[config.mk]
export PLATFORM = sky130hd
export DESIGN_NAME = aec_core
export DESIGN_NICKNAME = d
export VERILOG_FILES = /design/src/aec_pkg.sv /design/src/aec_pix_div.sv /design/src/aec_core.sv
export SDC_FILE = /design/constraint.sdc
export NUM_CORES = 1
export LEC_CHECK = 0
export BUFFER_PORTS_ARGS = -buffer_cell sky130_fd_sc_hd__clkbuf_2
export CORE_MARGIN = 8
export CORE_UTILIZATION = 50
export DETAILED_ROUTE_END_ITERATION = 7
export GPL_ROUTABILITY_DRIVEN = 0
export PLACE_DENSITY = 0.72
export SLEW_MARGIN = 40
export SYNTH_ARGS = -nofsm -noshare
export SYNTH_HDL_FRONTEND = slang
export SYNTH_SLANG_ARGS = --single-unit
[constraint.sdc]
create_clock -name mclk -period 27.5 [get_ports mclk]
set_clock_uncertainty 0.1 [all_clocks]
set_input_delay 1.375 -clock mclk [delete_from_list [all_inputs] [get_ports mclk]]
set_output_delay 1.375 -clock mclk [all_outputs]
set_load 0.02 [all_outputs]
[src/aec_pkg.sv]
// Package with register offsets, reset values and limits of the exposure controller.
package aec_pkg;
  localparam logic [6:0] FINE_OFFSET = 7'h21;
  localparam logic [6:0] COARSE_OFFSET = 7'h23;
  localparam logic [6:0] GAIN_OFFSET = 7'h24;
  localparam logic [7:0] FINE_RESET = 8'h00;
  localparam logic [7:0] COARSE_RESET = 8'h70;
  localparam logic [2:0] GAIN_RESET = 3'h0;
  localparam logic [7:0] FINE_MAX_50 = 8'hff;
  localparam logic [7:0] FINE_MAX_60 = 8'ha8;
  localparam logic [7:0] COARSE_MAX = 8'h91;
  localparam logic [7:0] COARSE_MIN = 8'h00;
  localparam int PENDING_BIT = 0;
  localparam int DIV_BITS = 2;
  localparam int DIV_CNT_W = 4;
  localparam logic [7:0] LOWER_THR_RESET = 8'd85;
  localparam logic [7:0] CENTRE_THR_RESET = 8'd100;
  localparam logic [7:0] HIGHER_THR_RESET = 8'd115;
  localparam logic [7:0] CLAMP_COARSE_DEF = 8'h80;
  localparam logic [7:0] CLAMP_FINE_DEF = 8'h00;
  localparam logic [7:0] FINE_STEP = 8'h01;
  localparam logic [7:0] COARSE_STEP = 8'h01;
  localparam logic [15:0] DECIDE_MIN = 16'h0010;
  typedef enum logic [3:0] {
    AEC_VERY_OVER = 4'b0001,
    AEC_OVER = 4'b0010,
    AEC_UNDER = 4'b0100,
    AEC_VERY_UNDER = 4'b1000
  } aec_region_t;
endpackage

[src/aec_pix_div.sv]
// Pixel-rate enable divider from the crystal clock.
`timescale 1ns/1ns
module aec_pix_div (
  input wire logic mclk,
  input wire logic rst,
  input wire logic [aec_pkg::DIV_BITS-1:0] divisor,
  output logic pixEn
);
  typedef struct packed {
    logic [aec_pkg::DIV_CNT_W-1:0] cnt;
    logic en;
  } aec_div_t;
  aec_div_t s_q, s_d;
  logic [aec_pkg::DIV_CNT_W-1:0] last;

  // Period is two to the power (divisor + 1) crystal cycles.
  assign last = aec_pkg::DIV_CNT_W'((1 << (divisor + 1)) - 1);

  always_comb begin
    s_d = s_q;
    s_d.en = 1'b0;
    if (s_q.cnt >= last) begin
      s_d.cnt = '0;
      s_d.en = 1'b1;
    end else begin
      s_d.cnt = s_q.cnt + 1'b1;
    end
  end

  always_ff @(posedge mclk) begin
    if (rst) begin
      s_q <= '0;
    end else begin
      s_q <= s_d;
    end
  end

  assign pixEn = s_q.en;
endmodule

[src/aec_core.sv]
// Automatic exposure and gain controller with host-visible exposure registers.
`timescale 1ns/1ns
// Operation
// With auto exposure on, pixels are watched and fine and coarse are adjusted.
// Integration time stretches as the divided pixel clock slows.
// Manual gain writes are accepted while exposure runs automatically.
// Host should disable automatic control before writing that parameter.
// Written coarse, fine and gain are taken only at a frame start.
// Reads return the written value not yet consumed.
// Status bit 0 stays set from write until consumption.
// Written gain is applied one frame after coarse and fine.
// Three thresholds split pixels into four regions that steer the next exposure.
// With clamping on and coarse above a limit, fine is forced to a value.
// Fine is 8 bits, resets to 00, maximum FF at 50Hz, A8 at 60Hz.
// Coarse is 8 bits, resets to 70, maximum 91.
// Gain is 3 bits, resets to zero, all eight codes writable.
// Automatic gain uses only codes 000, 001, 011 and 111.
// Pixel clock is crystal divided by two to the divisor plus one.
// Pending clears only after all written values, gain included, are consumed.
module aec_core #(
  parameter int CNT_W = 16
) (
  input wire logic mclk,
  input wire logic rst,
  input wire logic regWrite,
  input wire logic [6:0] regAddr,
  input wire logic [7:0] regWdata,
  output logic [7:0] regRdata,
  input wire logic frameStart,
  input wire logic pixValid,
  input wire logic [7:0] pixData,
  input wire logic autoExpEn,
  input wire logic autoGainEn,
  input wire logic clampEn,
  input wire logic mode60,
  input wire logic [aec_pkg::DIV_BITS-1:0] clkDivisor,
  input wire logic [7:0] lowerThr,
  input wire logic [7:0] centreThr,
  input wire logic [7:0] higherThr,
  input wire logic [7:0] clampCoarse,
  input wire logic [7:0] clampFine,
  output logic [7:0] fineActive,
  output logic [7:0] coarseActive,
  output logic [2:0] gainActive,
  output logic [7:0] statusReg,
  output logic [3:0] regionFlags,
  output logic pixEn
);
  typedef struct packed {
    logic [7:0] fineW;
    logic [7:0] coarseW;
    logic [2:0] gainW;
    logic fineNew;
    logic coarseNew;
    logic gainNew;
    logic [2:0] gainStage;
    logic gainStageNew;
    logic [7:0] fine;
    logic [7:0] coarse;
    logic [2:0] gain;
    logic [CNT_W-1:0] cVeryOver;
    logic [CNT_W-1:0] cOver;
    logic [CNT_W-1:0] cUnder;
    logic [CNT_W-1:0] cVeryUnder;
    logic [3:0] flags;
    logic [7:0] rdata;
  } aec_state_t;
  aec_state_t s_q, s_d;
  logic pixEnSync, pixStrobe;
  logic [7:0] fineMax, nextFine, nextCoarse;
  logic [2:0] nextGain;
  logic [3:0] region;

  aec_pix_div u_div (
    .mclk(mclk),
    .rst(rst),
    .divisor(clkDivisor),
    .pixEn(pixEnSync)
  );

  // Pixels are sampled only on pixel-rate enables, so a slower divisor counts fewer pixels in each frame.
  assign pixStrobe = pixValid && pixEnSync;

  assign fineMax = mode60 ? aec_pkg::FINE_MAX_60 : aec_pkg::FINE_MAX_50;

  always_comb begin
    if (pixData >= higherThr) begin
      region = aec_pkg::AEC_VERY_OVER;
    end else if (pixData >= centreThr) begin
      region = aec_pkg::AEC_OVER;
    end else if (pixData >= lowerThr) begin
      region = aec_pkg::AEC_UNDER;
    end else begin
      region = aec_pkg::AEC_VERY_UNDER;
    end
  end

  // Decide the next automatic settings from the frame's histogram.
  always_comb begin
    logic overWins;
    logic underWins;
    logic [3:0] fl;
    overWins = (s_q.cVeryOver + s_q.cOver) > (s_q.cUnder + s_q.cVeryUnder)
      && (s_q.cVeryOver + s_q.cOver) >= aec_pkg::DECIDE_MIN;
    underWins = (s_q.cUnder + s_q.cVeryUnder) > (s_q.cVeryOver + s_q.cOver)
      && (s_q.cUnder + s_q.cVeryUnder) >= aec_pkg::DECIDE_MIN;
    fl = {underWins && s_q.cVeryUnder > s_q.cUnder, underWins,
      overWins, overWins && s_q.cVeryOver > s_q.cOver};
    nextFine = s_q.fine;
    nextCoarse = s_q.coarse;
    nextGain = s_q.gain;
    if (fl[1]) begin
      if (s_q.fine > aec_pkg::COARSE_MIN) begin
        nextFine = s_q.fine - aec_pkg::FINE_STEP;
      end else if (s_q.coarse > aec_pkg::COARSE_MIN) begin
        nextCoarse = s_q.coarse - aec_pkg::COARSE_STEP;
        nextFine = fineMax;
      end
      // A manually written non-thermometer code is folded back onto the thermometer ladder.
      if (autoGainEn && s_q.coarse == aec_pkg::COARSE_MIN) begin
        nextGain = {1'b0, s_q.gain[2] & s_q.gain[1], s_q.gain[1]};
      end
    end else if (fl[2]) begin
      if (s_q.fine < fineMax) begin
        nextFine = s_q.fine + aec_pkg::FINE_STEP;
      end else if (s_q.coarse < aec_pkg::COARSE_MAX) begin
        nextCoarse = s_q.coarse + aec_pkg::COARSE_STEP;
        nextFine = aec_pkg::COARSE_MIN;
      end else if (autoGainEn) begin
        nextGain = {s_q.gain[1], s_q.gain[1] | s_q.gain[0], 1'b1};
      end
    end
    // Clamping overrides whatever fine value the step logic chose.
    if (clampEn && nextCoarse > clampCoarse) begin
      nextFine = clampFine;
    end
    if (nextFine > fineMax) begin
      nextFine = fineMax;
    end
  end

  always_comb begin
    s_d = s_q;
    if (pixStrobe) begin
      unique case (region)
        aec_pkg::AEC_VERY_OVER: s_d.cVeryOver = s_q.cVeryOver + 1'b1;
        aec_pkg::AEC_OVER: s_d.cOver = s_q.cOver + 1'b1;
        aec_pkg::AEC_UNDER: s_d.cUnder = s_q.cUnder + 1'b1;
        default: s_d.cVeryUnder = s_q.cVeryUnder + 1'b1;
      endcase
    end
    if (frameStart) begin
      s_d.cVeryOver = '0;
      s_d.cOver = '0;
      s_d.cUnder = '0;
      s_d.cVeryUnder = '0;
      s_d.flags = {s_q.cVeryUnder > s_q.cUnder, s_q.cUnder != '0,
        s_q.cOver != '0, s_q.cVeryOver > s_q.cOver};
      if (autoExpEn) begin
        s_d.fine = nextFine;
        s_d.coarse = nextCoarse;
        s_d.gain = nextGain;
      end
      // A switch to 60Hz timing pulls a larger held fine value down to the new maximum.
      if (s_d.fine > fineMax) begin
        s_d.fine = fineMax;
      end
      // Staged gain lands one frame after its write was taken.
      if (s_q.gainStageNew) begin
        s_d.gain = s_q.gainStage;
        s_d.gainStageNew = 1'b0;
      end
      if (s_q.fineNew) begin
        s_d.fine = (s_q.fineW > fineMax) ? fineMax : s_q.fineW;
        s_d.fineNew = 1'b0;
      end
      if (s_q.coarseNew) begin
        s_d.coarse = (s_q.coarseW > aec_pkg::COARSE_MAX) ? aec_pkg::COARSE_MAX
          : s_q.coarseW;
        s_d.coarseNew = 1'b0;
      end
      if (s_q.gainNew) begin
        s_d.gainStage = s_q.gainW;
        s_d.gainStageNew = 1'b1;
        s_d.gainNew = 1'b0;
      end
    end
    // A write in the frame-start cycle wins over consumption.
    if (regWrite) begin
      unique case (regAddr)
        aec_pkg::FINE_OFFSET: begin
          s_d.fineW = regWdata;
          s_d.fineNew = 1'b1;
        end
        aec_pkg::COARSE_OFFSET: begin
          s_d.coarseW = regWdata;
          s_d.coarseNew = 1'b1;
        end
        aec_pkg::GAIN_OFFSET: begin
          s_d.gainW = regWdata[2:0];
          s_d.gainNew = 1'b1;
        end
        default: begin
        end
      endcase
    end
    unique case (regAddr)
      aec_pkg::FINE_OFFSET: s_d.rdata = s_d.fineW;
      aec_pkg::COARSE_OFFSET: s_d.rdata = s_d.coarseW;
      aec_pkg::GAIN_OFFSET: s_d.rdata = {5'h00, s_d.gainW};
      default: s_d.rdata = 8'h00;
    endcase
  end

  always_ff @(posedge mclk) begin
    if (rst) begin
      s_q <= '0;
      s_q.fineW <= aec_pkg::FINE_RESET;
      s_q.coarseW <= aec_pkg::COARSE_RESET;
      s_q.gainW <= aec_pkg::GAIN_RESET;
      s_q.fine <= aec_pkg::FINE_RESET;
      s_q.coarse <= aec_pkg::COARSE_RESET;
      s_q.gain <= aec_pkg::GAIN_RESET;
      s_q.rdata <= 8'h00;
    end else begin
      s_q <= s_d;
    end
  end

  assign regRdata = s_q.rdata;
  assign fineActive = s_q.fine;
  assign coarseActive = s_q.coarse;
  assign gainActive = s_q.gain;
  assign regionFlags = s_q.flags;
  assign pixEn = pixEnSync;
  // Pending covers the staged gain too, so it drops only when nothing is left.
  assign statusReg = {7'h00, s_q.fineNew | s_q.coarseNew | s_q.gainNew
    | s_q.gainStageNew};

  a_pend_set: assert property (@(posedge mclk) disable iff (rst)
    regWrite && regAddr == aec_pkg::FINE_OFFSET |=> statusReg[aec_pkg::PENDING_BIT])
    else $error("pending flag not set after fine write");
  a_fine_hold: assert property (@(posedge mclk) disable iff (rst)
    !frameStart |=> $stable(fineActive))
    else $error("fine changed outside frame start");
  a_gain_late: assert property (@(posedge mclk) disable iff (rst)
    frameStart && s_q.gainNew && !s_q.gainStageNew |=> gainActive == $past(gainActive)
    || autoExpEn) else $error("gain applied too early");
  a_gain_hold: assert property (@(posedge mclk) disable iff (rst)
    !frameStart |=> $stable(gainActive)) else $error("gain changed outside frame start");
  a_fine_max: assert property (@(posedge mclk) disable iff (rst)
    mode60 && $stable(mode60) && frameStart |=> fineActive <= aec_pkg::FINE_MAX_60)
    else $error("fine above 60Hz maximum");
  a_coarse_max: assert property (@(posedge mclk) disable iff (rst)
    frameStart |=> coarseActive <= aec_pkg::COARSE_MAX) else $error("coarse above maximum");
  a_read_back: assert property (@(posedge mclk) disable iff (rst)
    regWrite && regAddr == aec_pkg::COARSE_OFFSET ##1 regAddr == aec_pkg::COARSE_OFFSET
    && !regWrite |=> regRdata == $past(regWdata, 2)) else $error("read back mismatch");
  a_auto_gain: assert property (@(posedge mclk) disable iff (rst)
    frameStart && autoGainEn && !s_q.gainStageNew && gainActive[0] == gainActive[1]
    && gainActive[1] >= gainActive[2] |=> gainActive inside {3'h0, 3'h1, 3'h3, 3'h7})
    else $error("non thermometer automatic gain");
  a_pend_clear: assert property (@(posedge mclk) disable iff (rst)
    !statusReg[0] && !regWrite |=> !statusReg[0]) else $error("pending set without write");
  a_clamp_fine: assert property (@(posedge mclk) disable iff (rst)
    frameStart && autoExpEn && clampEn && nextCoarse > clampCoarse && !s_q.fineNew
    |=> fineActive <= $past(clampFine)) else $error("fine not clamped");
  c_auto_gain: cover property (@(posedge mclk) disable iff (rst)
    frameStart && autoExpEn && autoGainEn);
  c_write_fine: cover property (@(posedge mclk) disable iff (rst)
    regWrite && regAddr == aec_pkg::FINE_OFFSET ##[1:50] frameStart);
  c_gain_stage: cover property (@(posedge mclk) disable iff (rst)
    s_q.gainStageNew && frameStart);
  c_clamp: cover property (@(posedge mclk) disable iff (rst)
    frameStart && autoExpEn && clampEn && nextCoarse > clampCoarse);
endmodule

### Yosys cells after proc, flatten, opt, wreduce, memory -nomap -nowiden

Index checks and enable logic that the tools add are counted.

| storage, ports and cells | value |
|---|---|
| output and inout bits | 40 |
| bits in registers | 126 |

| cells by class | value |
|---|---|
| $lt $le $gt $ge | 19 |
| shift-type cells | 1 |
| bitwise operators | 6 |
| reductions and logical operators | 18 |
| $add $sub $neg | 13 |
| muxes and demuxes | 48 |
| equal/unequal tests | 13 |

Operators by type and width:

| operator | number |
|---|---|
| $mux 8 | 21 |
| $mux 94 | 1 |
| $add 16x1->16 const B | 4 |
| $gt 16x16->1 | 4 |
| $mux 16 | 4 |
| $mux 64 | 1 |
| $mux 19 | 2 |
| $add 16x16->16 | 2 |
| $ge 16x5->1 const B | 2 |
| $gt 8x8->1 | 4 |
| $reduce_bool 16->1 | 2 |
| $shl 1x32->4 const A | 1 |
| $ge 8x8->1 | 3 |
| $mux 3 | 8 |
| $pmux 8 s3 | 1 |
| $mux 22 | 1 |
| $eq 7x6->1 const B | 3 |
| $add 8x1->8 const B | 2 |
| $gt 8x1->1 const B | 2 |
| $mux 4 | 4 |
| $sub 8x1->8 const B | 2 |
| $reduce_and 2->1 | 6 |
| $gt 8x8->1 const B | 1 |
| $logic_not 8->1 | 1 |
| 22 further kinds | 36 |

### Longest topological paths before layout

Gate-level depths: netlist of the first run.

| logic depth | value |
|---|---|
| word-level depth | 19 |
| mapped depth | 53 |
| gate-level depth less buffers | 49 |

### Modules after synthesis

A second synthesis of the first run with hierarchy kept.

| unflattened totals | value |
|---|---|
| cells, all modules | 1576 |
| area, all modules | 11926.4 um2 |

By module, submodules not included:

| module | cells an instance | area an instance (um2) | times used |
|---|---|---|---|
| aec_core | 1549 | 11653.7 | 1 |
| aec_pix_div | 27 | 272.8 | 1 |

### Worst setup path before layout of the first run

No wires, ideal clock.

| timing path | value |
|---|---|
| path type | register -> register |
| start point | register s_q[48] in the netlist's numbering |
| end point | register s_q (netlist bit fineActive[0]) |
| cell stages (with the launch flop) | 52 |
| setup slack | 17.502 ns |
| arrival time | 9.780 ns |
| path buffers | 2 |
| required time | 27.283 ns |
| period minus slack after synthesis | 9.998 ns |
| cell sequence | dfxtp_1 inv_1 ha_1 nor2_1 o311ai_1 a31oi_1 a21oi_1 o221ai_1 xnor2_1 inv_1 ha_1 nand3_1 nor3_1 nand3_1 o21bai_1 o211a_1 or2_2 a21o_1 (+16 left out) o21ai_0 nand2b_1 a21oi_1 a21oi_1 a41oi_2 or2_1 buf_2 a311o_1 ha_1 nor2b_1 o21a_1 o21ai_0 nand2b_1 a21oi_1 or4_1 a31oi_1 nand2_1 a32o_1 |

| on the way | value |
|---|---|
| longest elaborated chain between the ends | 15 |
| elaborated cells between the ends (all ways) | 20 |

RTL lines:

| item | RTL line | text |
|---|---|---|
| from (decl) | aec_core.sv:68 | `aec_state_t s_q, s_d;` |
| $add 16x16->16 * | aec_core.sv:103, aec_core.sv:104, aec_core.sv:105 |  |
| $gt 16x16->1 | aec_core.sv:105 | `underWins = (s_q.cUnder + s_q.cVeryUnder) > (s_q.cVeryOver + s_q.cOver)` |
| $logic_and 1x1->1 | aec_core.sv:106 | `&& (s_q.cUnder + s_q.cVeryUnder) >= aec_pkg::DECIDE_MIN;` |
| $mux 8 | aec_core.sv:123 | `end else if (fl[2]) begin` |
| $mux 8 | aec_core.sv:112 | `if (fl[1]) begin` |
| $gt 8x8->1 | aec_core.sv:134 | `if (clampEn && nextCoarse > clampCoarse) begin` |
| $logic_and 1x1->1 | aec_core.sv:134 |  |
| $mux 8 * | aec_core.sv:134 |  |
| $gt 8x8->1 | aec_core.sv:137 | `if (nextFine > fineMax) begin` |
| $mux 8 * | aec_core.sv:137 |  |
| $mux 19 * | aec_core.sv:159 | `if (autoExpEn) begin` |
| $mux 19 * | aec_core.sv:152 | `if (frameStart) begin` |
| $gt 8x8->1 | aec_core.sv:165 | `if (s_d.fine > fineMax) begin` |
| $mux 8 * | aec_core.sv:165 |  |
| $mux 8 * | aec_core.sv:173 | `if (s_q.fineNew) begin` |

Mark *: on every way between the ends. The rest lies on a longest branch, timed or not. The select of a mux whose other input is x is not followed.
A chain may end at the register's enable or synchronous reset.

### Worst setup path in the final report of the first run

| timing path | value |
|---|---|
| start point | register s_q[48] in the netlist's numbering |
| end point | register s_q (netlist bit fineActive[3]) |

Same word-level chain as after synthesis.

==> key figures, run 1 <==
Critical path
  – Startpoint Class: register
  – R2R Path End: fineActive[3]
  – Setup crit end: fineActive[3]
  – Arr. time, crit path: between 10,000 and 15,000 ps
  – Worst R2R Path Depth: 49
  – Most frequent CP cell: a21oi_1
  – CP endpoint kind: register
  – Critical path required time: 27,730 ps
  – Flop-to-flop setup slack: between 15,000 and 20,000 ps
  – R2r startpoint: s_q[48]
  – Critical-path maximum fanout: 18
  – Max stage delay on crit path: about 520 ps
  – Critical-path top delay cell: a31oi_1
  – Critical path type: register to register
  – Origin of the worst setup path: s_q[48]

Clock tree
  – Cts hold-fix bufs: 0
  – Max H-tree Level: 4
  – Clk slew on worst S/H paths: 60 ps
  – CTS resizes: 0
  – CTS max path bufs: 2
  – Worst-Skew Late Latency: 430 ps
  – Clk sink count: ~130
  – CTS tree: yes
  – Root buf cell: clkbuf_16
  – Cts bufs inserted: 17
  – Post-CTS setup buffers: 0

Synthesis
  – Cell count after synthesis: 1,478
  – Library cells used by synthesis: 90
  – Area leader, netlist: dfxtp_1
  – Synth Cell Area: 11,300 µm²
  – FF+latch count, synth: between 100 and 150
  – Synth Flop Type: dfxtp_1
  – Syn_area_per_cell: 7.66 µm²
  – Async set-or-reset flop fraction in the synthesized netlist: 0%
  – Top cell type's share of synthesized area: ~22%
  – Yosys warns: 0
  – EDFF count, synth: 0
  – Synth top cells by count: nor2_1 (167), ha_1 (145), dfxtp_1 (126)
  – Most common cell in the netlist: nor2_1
  – Post-synthesis sequential area ratio: 22.3%
  – Synth area leaders: dfxtp_1 (22%), ha_1 (16%), nor2_1 (5.5%), a21oi_1 (4.7%), inv_1 (4.0%)

Detailed routing
  – Vias per cell: about 5.8
  – DR iter-0 viols: ~890
  – Total wire length: about 29,000 µm
  – Via count: 10.5k
  – Number of remaining DRC errors: 0
  – Initial DRT Pass Iterations: 8
  – Avg WL per Cell: around 16 µm
  – Antenna Nets Post-Route: 0

STA
  – Max Freq: 93.9 MHz
  – Slew Limit Headroom: 47.6%
  – Slew Limit Fails: 0
  – RSZ-0062 raised after global routing: no
  – Final setup vio count: 0
  – Final hold viol count: 0
  – Worst Tran Pin Value: 784 ps
  – Fin crit period: between 10,000 and 15,000 ps
  – Final TNS setup: 0 ps
  – Final cycle utilization of the critical path: about 39%

Floorplan
  – Die ar.: around 28,000 µm²
  – Row Count: between 50 and 60
  – Core ar.: 22,400 µm²
  – Initial Util: about half
  – Ports: about 110
  – Die Height: 166 µm
  – Die width: roughly 170 µm

GRT
  – First-pass GRT wire length: a little under 50,000 µm
  – GRT Total Usage: approximately 21%
  – Initial antenna violation count: 0
  – Vias in the first global route: between 10k and 15k
  – Pin count of the biggest net entering global routing: 63
  – GRT Residual Overflow: 0

Cells and area
  – N_diodes: 0
  – Fin nets: around 1.7k
  – Area grow syn2layout: 9.59%
  – Share of cells above drive strength 1: 11.2%
  – Layout Utilization: between 50% and 60%

Power
  – Pleak: 5.58 nW
  – Max VDD drop: about 41 µV
  – Pwr Density: roughly 40 nW/µm²

Place
  – Final HPWL DP: approximately 22,000 µm
  – I/O Buffers: 106

Worst hold path
  – Worst min path class: register to register

Run
  – Max-cap check violation count: 0

Run status
  – Status: finished clean
state kept, by name, indices dropped and copies added, names as in the netlist:
signal	flops
s_q	90
regionFlags	4
regRdata	8
u_div.s_q	4
gainActive	3
fineActive	8
u_div.pixEn	1
coarseActive	8
through the flow:
step | instances | instance area, µm² | setup slack [ps] | power [mW] | hold WS [ps]
2_1_floorplan | 1484 | 11300 | 17500 | 0.247 | 336
3_3_place_gp | 1792 | 11800 | 17060 | 0.264 | 365
3_5_place_dp | 1792 | 11800 | 17040 | 0.266 | 361
4_1_cts | 1822 | 12400 | 17000 | 0.501 | 370
5_1_grt | 1822 | 12400 | 15890 | 0.519 | 391
6_report | 1822 | 12400 | 16850 | 0.497 | 372
where the power goes:
part / internal [mW] / switching (mW) / total (mW)
combinational: 0.0298 / 0.0418 / 0.0717
clock: 0.145 / 0.0891 / 0.234
sequential: 0.185 / 0.00614 / 0.191
layout make-up:
class | count | area [µm²]
Clock inverter | 12 | 161
Clock buffer | 18 | 439
Tap cell | 285 | 357
Sequential cell | 126 | 2520
Fill cell | 2132 | 10000
Multi-Input combinational cell | 1147 | 7900
Timing Repair Buffer | 110 | 561
Inverter | 124 | 465
worst max-delay path: cells and delay by family, from the launching register on:
| kind | cells | cell delay, ps |
|---|---|---|
| AO/OA/AOI/OAI | 24 | 4200 |
| buffers and inverters | 3 | 440 |
| AND/OR/NAND/NOR | 16 | 3600 |
| flip-flops | 1 | 410 |
| adder cells (fa/ha/maj) | 5 | 1600 |
| XOR/XNOR | 1 | 190 |
placed cells by master, fill, tap and decap left out, types with 35 or more instances in the layout:
cell type / instances
xnor2_1: 50
a21o_1: 35
a21oi_1: 107
clkbuf_2: 106
inv_1: 120
o21ai_0: 62
nand2_1: 97
ha_1: 145
nor2_1: 167
nand3_1: 51
dfxtp_1: 126
cell families after synthesis:
| group | count (synthesis) | synth area share, % |
|---|---|---|
| DFF | 126 | 22.3 |
| and+or+nand+nor | 536 | 23.6 |
| other | 2 | 0.0663 |
| xor gates and xnor gates | 74 | 5.73 |
| buffers and inverters | 211 | 8.29 |
| AOI/OAI and AO/OA | 365 | 22.1 |
| adders and majority gates | 147 | 16.4 |
| muxes | 17 | 1.53 |
worst min path at each step:
| stage | startpoint | end | slack (ps) | cells past startpoint |
|---|---|---|---|---|
| 6_report | s_q[96] | s_q[96] | 370 | 2 |
| 5_1_grt | s_q[96] | s_q[96] | 390 | 2 |
| 4_1_cts | s_q[96] | s_q[96] | 370 | 2 |
| 3_5_place_dp | s_q[96] | s_q[96] | 360 | 2 |
| 3_3_place_gp | s_q[96] | s_q[96] | 360 | 2 |
| 2_1_floorplan | s_q[96] | s_q[96] | 340 | 2 |
layer usage:
layer	vias up	share of wire, %	GRT usage, %
met5	-	0	0
met4	0	1.6	6.03
met3	33	5.4	3.59
met2	304	46	34.1
met1	4819	47	26.9
li1	5331	-	-
Power figures use the tool's default switching activity.
==> run 2, diff against run 1 <==
clock period = 10.1 ns   (was 27.5 ns; I/O delays follow)
==> key figures, run 2 (synthesis gave the netlist of run 1 again) <==
Cells and area
  – N_diodes: 0
  – Max reg flops: 90
  – Largest Register: s_q
  – Share of cells above drive strength 1: between 15 and 20%
  – Fin nets: approximately 1.8k
  – Most frequent cells in the layout: nor2_1 (164), ha_1 (132), inv_1 (119), dfxtp_1 (109), clkbuf_2 (106)
  – Leading cell type in the layout, fill and taps excluded: nor2_1
  – Layout Utilization: a little under three fifths
  – Final Cell Area: ~13,000 µm²
  – Area grow syn2layout: 13.2%
  – Fin cells: approximately 1.8k

Detailed routing
  – Vias per cell: about 5.8
  – Initial DRT Pass Iterations: 7
  – Avg WL per Cell: roughly 16 µm
  – Total wire length: about 29,000 µm
  – DR iter-0 viols: just over 900
  – Antenna Nets Post-Route: 0
  – Number of remaining DRC errors: 0
  – Via count: around 11k

Critical path
  – Worst R2R Path Depth: approximately 50
  – Flop-to-flop setup slack: approximately 580 ps
  – Startpoint Class: register
  – R2r startpoint: s_q[12]
  – CP endpoint kind: register
  – WP buf/inv: 3
  – Critical path type: register to register
  – Arr. time, crit path: about 10000 ps
  – Critical-path maximum fanout: 6
  – Critical path's top delay family: compound AO/OA/AOI/OAI gates
  – Critical-path top delay cell: or4_1
  – Max stage delay on crit path: between 400 and 500 ps
  – R2R Path End: fineActive[0]
  – Critical path required time: about 10,000 ps

Floorplan
  – Die Height: roughly 170 µm
  – Ports: about 110
  – Initial Util: 50.5%
  – Die width: 166 µm
  – Die ar.: 27,700 µm²
  – Core ar.: approximately 22,000 µm²
  – Row Count: 55

STA
  – Worst Tran Pin Value: roughly 950 ps
  – Fin crit period: roughly 9500 ps
  – Slew Limit Fails: 0
  – Final setup vio count: 0
  – Max Freq: between 100 and 150 MHz
  – Final hold viol count: 0
  – Min Hold Slack: ~250 ps
  – Final cycle utilization of the critical path: 94.2%
  – Slew Limit Headroom: a little over a third

Worst hold path
  – Worst min path class: primary input to register
  – Worst Hold End: regRdata[3]
  – Min-delay src: regWdata[3]
  – Worst Hold Depth: 3

GRT
  – Vias in the first global route: approximately 10k
  – First-pass GRT wire length: approximately 48,000 µm
  – Pin count of the biggest net entering global routing: 65
  – Initial antenna violation count: 0
  – GRT Total Usage: 20.1%
  – GRT Residual Overflow: 0

Place
  – Post-DP Area: roughly 12,000 µm²
  – Placed insts: 1,800
  – I/O Buffers: 106
  – Final HPWL DP: between 20,000 and 25,000 µm

Run
  – Max-cap check violation count: 0

Power
  – Total Power: between 1 and 1.5 mW
  – Max VDD drop: around 110 µV
  – Pwr Density: 106 nW/µm²
  – Pleak: about 5.7 nW

Clock tree
  – Clk sink count: 126
  – Worst-Skew Late Latency: 420 ps
  – Root buf cell: clkbuf_16
  – Max H-tree Level: 4
  – CTS tree: yes
  – CTS max path bufs: 2
  – Clk slew on worst S/H paths: around 70 ps
  – Cts hold-fix bufs: 0
  – Cts bufs inserted: 17

Run status
  – Status: finished clean
## run 2: cell count changes in the layout (fill, tap and decap cells not counted), moves of 4 or more
| cell | delta |
|---|---|
| a21oi_1 | -5 |
| buf_4 | +13 |
| dfxtp_2 | +15 |
| ha_2 | +10 |
| dfxtp_1 | -17 |
| o21ai_1 | +4 |
| o21ai_0 | -4 |
| a21oi_2 | +5 |
| nor2b_1 | -5 |
| ha_1 | -13 |
## run 2: worst max path at each step
stage	to	from	cells after the start
CTS	fineActive[3]	s_q[32]	49
floorplan	fineActive[0]	s_q[48]	51
detailed placement	fineActive[0]	s_q[32]	48
global placement	fineActive[0]	s_q[32]	49
global route	fineActive[0]	s_q[41]	50
finish	fineActive[0]	s_q[12]	51
## run 2: metrics by stage
step / setup WS, ps / TNS (ps)
finish: 582 / 0
global route: -30.8 / -30.8
CTS: 4.72 / 0
detailed placement: -111 / -393
global placement: 340 / 0
floorplan: 102 / 0
## run 2: layer usage
metal  wire length [µm]  vias up  GRT usage [%]  share of wire [%]
met5                  0        -              0                  0
met4                556        0           6.38                1.9
met1              13500     4901           26.2                 47
li1                   -     5363              -                  -
met3               1720       51           4.09                6.0
met2              13200      321           32.7                 46
## run 2: timing repair
item	4_1_cts	5_1_grt
pin swaps	2	15
setup endpoints to repair	7	7
resized for setup	1	80
buffers inserted	2	5
cloned	0	1
## run 2: worst register-to-register path: cells and delay by family (launching register included)
kind / cells / cell delay (ps)
xor+xnor: 1 / 140
flops: 1 / 380
compound gates: 25 / 3940
buf+inv: 3 / 360
fa+ha+maj: 6 / 1620
simple gates: 16 / 2860
## run 2: cell type report
type	count	area (µm²)
inverters	124	465
repair buffers	126	686
multi-input cells	1147	8150
clock inverters	15	175
flip-flops and latches	126	2550
fillers	2077	9620
clock buffers	17	425
well taps	285	357
## run 2: power breakdown
part	internal [mW]	leakage (nW)	total (mW)	switching, mW
combinational	0.0848	4.37	0.203	0.119
sequential	0.504	1.03	0.521	0.0166
clock	0.373	0.291	0.631	0.258
